<file path="src/scc_pkg.sv">
// constants for the sensor cpu fetch and execute core
// assumes one clock domain and a read-only byte-wide program memory
package scc_pkg;

  localparam int          DATA_W     = 16;
  localparam int          PC_W       = 16;
  localparam int          MEM_AW     = 12;
  localparam int          NUM_REGS   = 16;
  localparam int          SEL_W      = 4;
  localparam int          OP_W       = 4;
  localparam int          OP_MSB     = 7;
  localparam int          OP_LSB     = 4;
  localparam int          SEL_MSB    = 3;
  localparam int          SEL_LSB    = 0;
  localparam int          MSB        = 15;

  localparam logic [PC_W-1:0]   PC_RESET   = 16'h0000;
  localparam logic [PC_W-1:0]   PC_STEP    = 16'h0001;
  localparam logic [DATA_W-1:0] ZERO_WORD  = 16'h0000;

  // accumulator index is not fixed by the hardware description
  localparam logic [SEL_W-1:0]  ACC_SEL    = 4'h0;
  localparam logic [SEL_W-1:0]  SHIFT_SRC_SEL  = 4'h4;
  localparam logic [SEL_W-1:0]  SHIFT_LINK_SEL = 4'h6;

  localparam logic [OP_W-1:0] OP_LOAD_IMMEDIATE   = 4'h0;
  localparam logic [OP_W-1:0] OP_CLEAR_REGISTER   = 4'h1;
  localparam logic [OP_W-1:0] OP_AND_WITH_ACC     = 4'h2;
  localparam logic [OP_W-1:0] OP_OR_WITH_ACC      = 4'h3;
  localparam logic [OP_W-1:0] OP_ADD_TO_ACC       = 4'h4;
  localparam logic [OP_W-1:0] OP_STORE_ACC        = 4'h5;
  localparam logic [OP_W-1:0] OP_SHIFT_LEFT_REG   = 4'h6;
  localparam logic [OP_W-1:0] OP_SHIFT_RIGHT_ARITH = 4'h7;

  typedef enum logic [1:0] {
    SCC_FETCH,
    SCC_LOAD_HIGH,
    SCC_LOAD_LOW
  } scc_state_e;

endpackage : scc_pkg

</file>
<file path="src/scc_alu.sv">
// single-cycle operation unit for the sensor cpu core
// assumes the caller presents the accumulator and selected register
`timescale 1ns/1ps
module scc_alu
  import scc_pkg::*;
(
  // decoded instruction
  input  wire logic [scc_pkg::OP_W-1:0]   op,
  input  wire logic [scc_pkg::SEL_W-1:0]  sel,
  // operands
  input  wire logic [scc_pkg::DATA_W-1:0] acc,
  input  wire logic [scc_pkg::DATA_W-1:0] xreg,
  input  wire logic                       link_bit,
  // result
  output logic      [scc_pkg::DATA_W-1:0] result,
  output logic                            to_acc,
  output logic                            wr_en
);

  import scc_pkg::*;

  always_comb begin
    result = xreg;
    to_acc = 1'b0;
    wr_en  = 1'b1;
    case (op)
      OP_CLEAR_REGISTER: begin
        result = ZERO_WORD;
      end
      OP_AND_WITH_ACC: begin
        result = acc & xreg;
        to_acc = 1'b1;
      end
      OP_OR_WITH_ACC: begin
        result = acc | xreg;
        to_acc = 1'b1;
      end
      OP_ADD_TO_ACC: begin
        // carry dropped on purpose, no flag exists
        result = DATA_W'(acc + xreg);
        to_acc = 1'b1;
      end
      OP_STORE_ACC: begin
        result = acc;
      end
      OP_SHIFT_LEFT_REG: begin
        result = (sel == SHIFT_LINK_SEL) ?
                 {xreg[MSB-1:0], link_bit} :
                 {xreg[MSB-1:0], 1'b0};
      end
      OP_SHIFT_RIGHT_ARITH: begin
        result = {xreg[MSB], xreg[MSB:1]};
      end
      default: begin
        // load handled by the sequencer; uncovered codes change nothing
        wr_en = 1'b0;
      end
    endcase
  end

endmodule : scc_alu

</file>
<file path="src/scc_core.sv">
// fetch and execute core of a small 16-bit sensor compensation cpu
// assumes a byte memory whose read data follows mem_addr in the same cycle
`timescale 1ns/1ps
module scc_core
  import scc_pkg::*;
(
  // clock and reset
  input  wire logic                        clk,
  input  wire logic                        srst,
  // program memory read port
  output logic      [scc_pkg::MEM_AW-1:0]  mem_addr,
  input  wire logic [7:0]                  mem_rdata,
  // observation
  input  wire logic [scc_pkg::SEL_W-1:0]   dbg_sel,
  output logic      [scc_pkg::DATA_W-1:0]  dbg_data,
  output logic      [scc_pkg::PC_W-1:0]    pc,
  output logic                             instr_done
);

  import scc_pkg::*;

  // sequencer
  scc_state_e              state_reg;
  scc_state_e              state_next;
  logic [PC_W-1:0]         pc_reg;
  logic [PC_W-1:0]         pc_next;
  logic [SEL_W-1:0]        dest_reg;
  logic [SEL_W-1:0]        dest_next;
  logic [7:0]              high_reg;
  logic [7:0]              high_next;
  // register file
  logic [DATA_W-1:0]       regs_reg  [NUM_REGS];
  logic [DATA_W-1:0]       regs_next [NUM_REGS];
  // observation
  logic [DATA_W-1:0]       dbg_reg;
  logic [DATA_W-1:0]       dbg_next;
  logic                    done_reg;
  logic                    done_next;

  // decode and write request
  logic [OP_W-1:0]         op;
  logic [SEL_W-1:0]        sel;
  logic [DATA_W-1:0]       alu_result;
  logic                    alu_to_acc;
  logic                    alu_wr_en;
  logic                    wr_en;
  logic [SEL_W-1:0]        wr_sel;
  logic [DATA_W-1:0]       wr_data;
  logic                    retire;

  // plain byte step; the top four bits wrap but never reach the memory
  function automatic logic [PC_W-1:0] pc_advance(
    input logic [PC_W-1:0] p
  );
    return p + PC_STEP;
  endfunction : pc_advance

  function automatic logic [OP_W-1:0] op_field(
    input logic [7:0] b
  );
    return b[OP_MSB:OP_LSB];
  endfunction : op_field

  function automatic logic [SEL_W-1:0] sel_field(
    input logic [7:0] b
  );
    return b[SEL_MSB:SEL_LSB];
  endfunction : sel_field

  // decode straight off the memory byte, so no fetch latch is needed
  assign op  = op_field(mem_rdata);
  assign sel = sel_field(mem_rdata);

  // link bit is the top bit of register four as it stands before this instruction
  scc_alu u_alu (
    .op       (op),
    .sel      (sel),
    .acc      (regs_reg[ACC_SEL]),
    .xreg     (regs_reg[sel]),
    .link_bit (regs_reg[SHIFT_SRC_SEL][MSB]),
    .result   (alu_result),
    .to_acc   (alu_to_acc),
    .wr_en    (alu_wr_en)
  );

  // sequencer: program counter and load operand steps
  always_comb begin
    state_next = state_reg;
    pc_next    = pc_reg;
    dest_next  = dest_reg;
    high_next  = high_reg;
    case (state_reg)
      SCC_FETCH: begin
        // uncovered opcodes still step, so a stray byte cannot stall
        pc_next = pc_advance(pc_reg);
        if (op == OP_LOAD_IMMEDIATE) begin
          // target kept; the operand bytes follow in order
          dest_next  = sel;
          state_next = SCC_LOAD_HIGH;
        end
      end
      SCC_LOAD_HIGH: begin
        high_next  = mem_rdata;
        pc_next    = pc_advance(pc_reg);
        state_next = SCC_LOAD_LOW;
      end
      SCC_LOAD_LOW: begin
        pc_next    = pc_advance(pc_reg);
        // next fetch only once pc already points past the operands
        state_next = SCC_FETCH;
      end
      default: begin
        state_next = SCC_FETCH;
      end
    endcase
  end

  always_ff @(posedge clk) begin
    if (srst) begin
      state_reg <= SCC_FETCH;
      pc_reg    <= PC_RESET;
      dest_reg  <= ACC_SEL;
      high_reg  <= '0;
    end else begin
      state_reg <= state_next;
      pc_reg    <= pc_next;
      dest_reg  <= dest_next;
      high_reg  <= high_next;
    end
  end

  // one write per cycle at most, to one destination only
  always_comb begin
    wr_en   = 1'b0;
    wr_sel  = sel;
    wr_data = alu_result;
    retire  = 1'b0;
    case (state_reg)
      SCC_FETCH: begin
        if (op != OP_LOAD_IMMEDIATE) begin
          retire = 1'b1;
          wr_en  = alu_wr_en;
          if (alu_to_acc) begin
            wr_sel = ACC_SEL;
          end
        end
      end
      SCC_LOAD_LOW: begin
        retire  = 1'b1;
        wr_en   = 1'b1;
        wr_sel  = dest_reg;
        wr_data = {high_reg, mem_rdata};
      end
      default: begin
        retire = 1'b0;
      end
    endcase
  end

  // register file; reset clears all sixteen, accumulator included
  always_comb begin
    for (int i = 0; i < NUM_REGS; i++) begin
      regs_next[i] = regs_reg[i];
    end
    if (wr_en) begin
      regs_next[wr_sel] = wr_data;
    end
  end

  always_ff @(posedge clk) begin
    if (srst) begin
      for (int i = 0; i < NUM_REGS; i++) begin
        regs_reg[i] <= ZERO_WORD;
      end
    end else begin
      for (int i = 0; i < NUM_REGS; i++) begin
        regs_reg[i] <= regs_next[i];
      end
    end
  end

  // observation: post-update view, registered on the same edge as the write
  // costs a read mux on the next-value array, but shows no stale word
  always_comb begin
    dbg_next  = regs_next[dbg_sel];
    done_next = retire;
  end

  always_ff @(posedge clk) begin
    if (srst) begin
      dbg_reg  <= ZERO_WORD;
      done_reg <= 1'b0;
    end else begin
      dbg_reg  <= dbg_next;
      done_reg <= done_next;
    end
  end

  // upper four pc bits never reach the memory; no write port exists
  assign mem_addr   = pc_reg[MEM_AW-1:0];
  assign pc         = pc_reg;
  assign dbg_data   = dbg_reg;
  assign instr_done = done_reg;

endmodule : scc_core

</file>
<file path="config.mk">
export PLATFORM = sky130hd
export DESIGN_NAME = scc_core
export DESIGN_NICKNAME = d
export VERILOG_FILES = /design/src/scc_pkg.sv /design/src/scc_alu.sv /design/src/scc_core.sv
export SDC_FILE = /design/constraint.sdc
export NUM_CORES = 1
export LEC_CHECK = 0
export BUFFER_PORTS_ARGS = -buffer_cell sky130_fd_sc_hd__buf_2
export CAP_MARGIN = 20
export CORE_ASPECT_RATIO = 2
export CORE_UTILIZATION = 40
export DETAILED_ROUTE_END_ITERATION = 7
export MAX_ROUTING_LAYER = met4
export SLEW_MARGIN = 20
export SYNTH_ARGS = -nofsm -noshare
export SYNTH_HDL_FRONTEND = slang
export SYNTH_SLANG_ARGS = --single-unit
</file>
<file path="constraint.sdc">
create_clock -name clk -period 6.4 [get_ports clk]
set_input_delay 0.96 -clock clk [delete_from_list [all_inputs] [get_ports clk]]
set_output_delay 0.96 -clock clk [all_outputs]
set_load 0.02 [all_outputs]
</file>
=== Yosys cells after proc, flatten, opt, wreduce, memory -nomap -nowiden ===
Memory sizes are Yosys's and may differ from the RTL's.
Cells that the tools add are included.

* Bits in registers: 47
* Memory bits (writable): 256
* Input bits: 14
* Word-level logic and storage cells: 91
* Memories kept: 1

* Add/sub/neg operators: 2
* Magnitude comparators: 3
* Equality and inequality tests: 11
* Muxes and demuxes: 40
* Bitwise gates (word level): 20
* Reduce and logical (&&, ||, !) cells: 8

{| class="wikitable"
|+ Memory list
! memory !! words !! bits a word !! read ports !! clocked after Yosys merged registers in !! write ports !! line !! RTL
|-
| regs_reg || 16 || 16 || 17 || 0 || 16 || scc_core.sv:32 || <nowiki>logic [DATA_W-1:0] regs_reg [NUM_REGS];</nowiki>
|}

{| class="wikitable"
|+ Operators with widths
! kind !! count
|-
| $mux 16 || 20
|-
| $bwmux 256 || 1
|-
| $mux 256 || 1
|-
| $pmux 16 s7 || 1
|-
| $bmux 16 s4 || 1
|-
| $demux 16 s4 || 1
|-
| $eq 4x3->1 const B || 5
|-
| $add 16x1->16 const B || 1
|-
| $add 16x16->16 || 1
|-
| $and 16x16->16 || 1
|-
| $or 1x1->1 || 16
|-
| $or 16x16->16 || 1
|-
| $ge 5x5->1 const B || 2
|-
| $not 4->5 || 2
|-
| $eq 4x2->1 const B || 2
|-
| $mux 1 || 8
|-
| $mux 4 || 2
|-
| $pmux 4 s2 || 1
|-
| $reduce_or 7->1 || 1
|-
| $reduce_or 3->1 || 2
|-
| $lt 5x1->1 const B || 1
|-
| $eq 4x1->1 const B || 1
|-
| $logic_not 4->1 || 1
|-
| $pmux 1 s2 || 2
|-
| other kinds (9) || 9
|}

=== Depth between registers and ports, before layout ===
* Word-level depth: 16
* Mapped depth: 20
* Depth with buffers taken out: 15

=== Cells and area by module ===
From an unflattened synthesis, not the netlist that was laid out.

* Cell total of the unflattened synthesis: 1910
* Area total of the unflattened synthesis: 18052.3 µm²

{| class="wikitable"
|+ Modules (own cells, without submodules)
! module !! instances !! cells each !! area an instance (µm²)
|-
| scc_core || 1 || 1597 || 15906.5
|-
| scc_alu || 1 || 313 || 2145.8
|}

=== Worst setup path before layout ===
No wires, ideal clock.

* Path type: input to register
* Start: input mem_rdata[0]
* End: register dbg_reg[8] (netlist: dbg_data[8])
* Data arrival time: 5.229 ns
* Data required time: 6.299 ns
* Slack: 1.070 ns
* Stages on the path: 19
* Cells stage by stage: buf_6 > buf_12 > buf_12 > mux4_1 > mux2_2 > mux2i_1 > inv_1 > ha_1 > fa_1 > a211o_1 > and2_1 > o21ai_0 > xor2_1 > o221ai_1 > nand2_1 > buf_2 > a2111oi_0 > nand4_1 > o41ai_1

* Word-level cells in the longest chain between the ends: 13

{| class="wikitable"
|+ Ends and longest elaborated chain
! what !! line !! RTL
|-
| from (decl) || scc_core.sv:12 || <nowiki>input wire logic [7:0] mem_rdata,</nowiki>
|-
| branches (longest 8 deep; another with $mem_v2 16x16) || - ||
|-
| $bwmux 256 * || scc_core.sv:166 || <nowiki>regs_next[wr_sel] = wr_data;</nowiki>
|-
| $mux 256 * || scc_core.sv:165 || <nowiki>if (wr_en) begin</nowiki>
|-
| $bmux 16 s4 * || scc_core.sv:185 || <nowiki>dbg_next = regs_next[dbg_sel];</nowiki>
|-
| $mux 16 (not written as such) * (2 in series) || scc_core.sv:185 ||
|-
| to (signal assigned) || scc_core.sv:194 || <nowiki>dbg_reg <= dbg_next;</nowiki>
|-
| to (decl) || scc_core.sv:35 || <nowiki>logic [DATA_W-1:0] dbg_reg;</nowiki>
|}

Mark *: on every way between the ends. The select of a mux whose other input is x is not followed.
A chain may end at the register's enable or synchronous reset.

=== Worst setup path after layout ===
* Start: input mem_rdata[0]
* End: register dbg_reg[9] (netlist: dbg_data[9])

The elaborated chain is that of the path after synthesis.

==> results.tsv <==
stage	metric	value	unit
run_status	status	complete, no violations	
clock_network	Max Buffers Root-to-Sink	3	
clock_network	CTS tree	built	
logic_synthesis	top cell type's share of synthesized area	0.309	
layout	nets	2490	
sta	hold slack	476	ps
routing	drc violations	0	
sta	Least-Margin Pin Slew	1280	ps
setup_path	CP Launch Type	input port	
clock_network	H-tree depth	1	
clock_network	CTS buffer count	31	
setup_path	CP Data Required Time	7000	ps
clock_network	post-CTS sizing	0	
clock_network	clock slew at reported path FFs	70	ps
setup_path	Crit-path slowest cell	mux2i_1	
sta	final hold vios	0	
grt	first-pass GRT wire length	154	mm
layout	number of flip-flops in the largest register	256	
grt	vias in the first global route	20900	
floorplan	Core Rows	114	
floorplan	Chip Width	159	um
routing	routed via count	21900	
sta	Worst Skew	22.3	ps
routing	ANT nets after route	0	
routing	Vias/cell	7.05	
clock_network	Root Driver	clkbuf_16	
clock_network	post-CTS setup buffers	0	
setup_path	WP data arrival	6040	ps
routing	first-pass detailed-route iteration total	6	
logic_synthesis	Cells after Synth	2408	
clock_network	CTS sink cnt	303	
placed_design	PortBufs	58	
sta	final slew viol count	0	
clock_network	cts hold-fix bufs	0	
logic_synthesis	area leader, netlist	dfxtp_1	
logic_synthesis	Seq cells post-synth	303	
grt	grt total ovfl	0	
logic_synthesis	total of warnings raised by yosys	0	
layout	Area Overhead vs Synth	12.4	%
setup_path	crit-path cells	buf_6 -> buf_12 -> mux4_2 -> mux2i_1 -> mux2i_1 -> inv_1 -> ha_1 -> nand3_1 -> a21o_1 -> a21oi_1 -> or3_1 -> nand3_1 -> a31oi_2 -> o211ai_1 -> a211oi_1 -> a221o_1	
grt	largest net degree at the start of global routing	207	
routing	DR WL/cell	35.5	um
setup_path	CP endpoint kind	register	
sta	final setup vio count	0	
power	switch share	0.321	
logic_synthesis	syn nets	2460	
hold_path	min-delay worst type	register to register	
floorplan	initial core utilization	0.406	
setup_path	WS Path Type	input port to register	
setup_path	Critical Path Fanout Max	26	
floorplan	IO Count	59	
power	switching power	0.00152	W
power	worst vdd ir	0.212	mV
setup_path	R2R Setup Slk	1340	ps
floorplan	die area	50000	um^2
routing	Total Routed Length	110	mm
logic_synthesis	Post-synth EDFFs	0	
grt	initial antenna violation count	5	
power	Sequential Power Share	0.414	
sta	Tcrit/Tclk final	0.851	
power	Pint	0.00321	W
logic_synthesis	top-count cell post-synth	nand2_1	
sta	Final min period	5440	ps
job	Max-Cap Viols	0	
sta	relative slew slack	0.146	
logic_synthesis	Seq/Total Area, Yosys	0.309	
power	Power Dens Cells	215	nW/um^2
floorplan	Core Box Area	48400	um^2
routing	Initial DRC Count	3170	
setup_path	Crit path largest cell delay	810	ps
clock_network	Clk Latency, worst-skew pair	650	ps
grt	overall routing resource usage	0.458	
floorplan	die height	315	um
power	logic gate share of total power	0.175	
sta	Max Freq	0.184	GHz
logic_synthesis	largest cells by area after synthesis	dfxtp_1, mux4_2, nand2_1, a21oi_1, nor2_1	
logic_synthesis	Syn Area/Cell	8.15	um^2
logic_synthesis	synth cell count leaders	nand2_1, dfxtp_1, a21oi_1	
sta	Setup Total Neg Slack	0	ps
power	Pleak	7.70	nW
placed_design	GPL Wtd Cong	1.10	
logic_synthesis	Synth cell types	107	
placed_design	detailed placer's ending HPWL	78.4	mm
layout	share of post-route cells with drive strength above 1	0.169	
logic_synthesis	most common flop cell mapped by yosys	dfxtp_1	
logic_synthesis	asr flop ratio synth	0	
sta	RSZ-0062 raised after global routing	no	
power	clock power share	0.411	
logic_synthesis	Cell Area, Synth	19600	um^2
==> power groups by stage <==
stage | clock, W | sequential, W | combinational, W
CTS | 0.00193 | 0.00196 | 0.000782
global route | 0.00201 | 0.00196 | 0.000840
floorplan | 0 | 0.00200 | 0.000453
detailed placement | 0 | 0.00200 | 0.000780
finish | 0.00195 | 0.00196 | 0.000826
global placement | 0 | 0.00200 | 0.000778
==> worst max-delay path, delay by kind of cell <==
kind	cells	cell delay (ps)
AOI/OAI and AO/OA	6	2450
muxes	3	1160
and+or+nand+nor	3	380
adders and majority gates	1	310
buffers and inverters	3	690
==> metrics by stage <==
step / power, W / instances / util / setup WS (ps) / cell area [um^2]
finish: 0.00473 / 3106 / 0.456 / 957 / 22000
global route: 0.00481 / 3104 / 0.456 / 826 / 22000
CTS: 0.00467 / 3098 / 0.455 / 1170 / 22000
detailed placement: 0.00278 / 3042 / 0.434 / 562 / 21000
global placement: 0.00278 / 3042 / 0.434 / 521 / 21000
floorplan: 0.00245 / 2408 / - / 1070 / 19600
==> cell type report <==
class | instances | area (um^2)
antenna | 7 | 17.5
clock buffer | 39 | 836
clock inverter | 17 | 189
fill | 4856 | 26300
inverter | 50 | 188
multi-input combinational | 1837 | 12400
sequential | 303 | 6070
tap | 638 | 798
timing repair buffer | 215 | 1560
==> placed cells by master, fill, tap and decap left out, types with 55 or more instances in the layout <==
cell	synthesis	routed
mux4_2	83	83
nor3_1	82	82
buf_2	44	55
dfxtp_1	303	303
a211oi_1	78	78
mux2i_1	57	57
a21oi_1	260	260
nor2_1	251	243
o21ai_0	61	61
nand2_1	377	377
buf_4	13	151
==> layer usage <==
metal  global-route usage  wire length, um
met4                0.450            13600
met1                0.469            35600
met5                    -                0
met3                0.131            12200
met2                0.684            48900
==> final timing paths <==
check,from,depth (start not counted),endpoint
worst max-delay path,mem_rdata[0],16,dbg_data[9]
worst min-delay path,regs_reg[14][9],2,regs_reg[14][9]
worst max register to register,regs_reg[0][1],14,dbg_data[9]
worst min register to register,regs_reg[14][9],2,regs_reg[14][9]
==> cells by family (layout without fill, tap and decap cells) <==
family | after synthesis | count (layout) | synth area share
compound gates | 724 | 724 | 0.253
xor+xnor | 20 | 20 | 0.00893
fa+ha+maj | 38 | 38 | 0.0246
buf+inv | 268 | 321 | 0.0624
flops | 303 | 303 | 0.309
mux | 151 | 151 | 0.134
other cells | 0 | 7 | 0
simple gates | 904 | 904 | 0.208
Note: power is estimated with default switching activity, not from simulation.
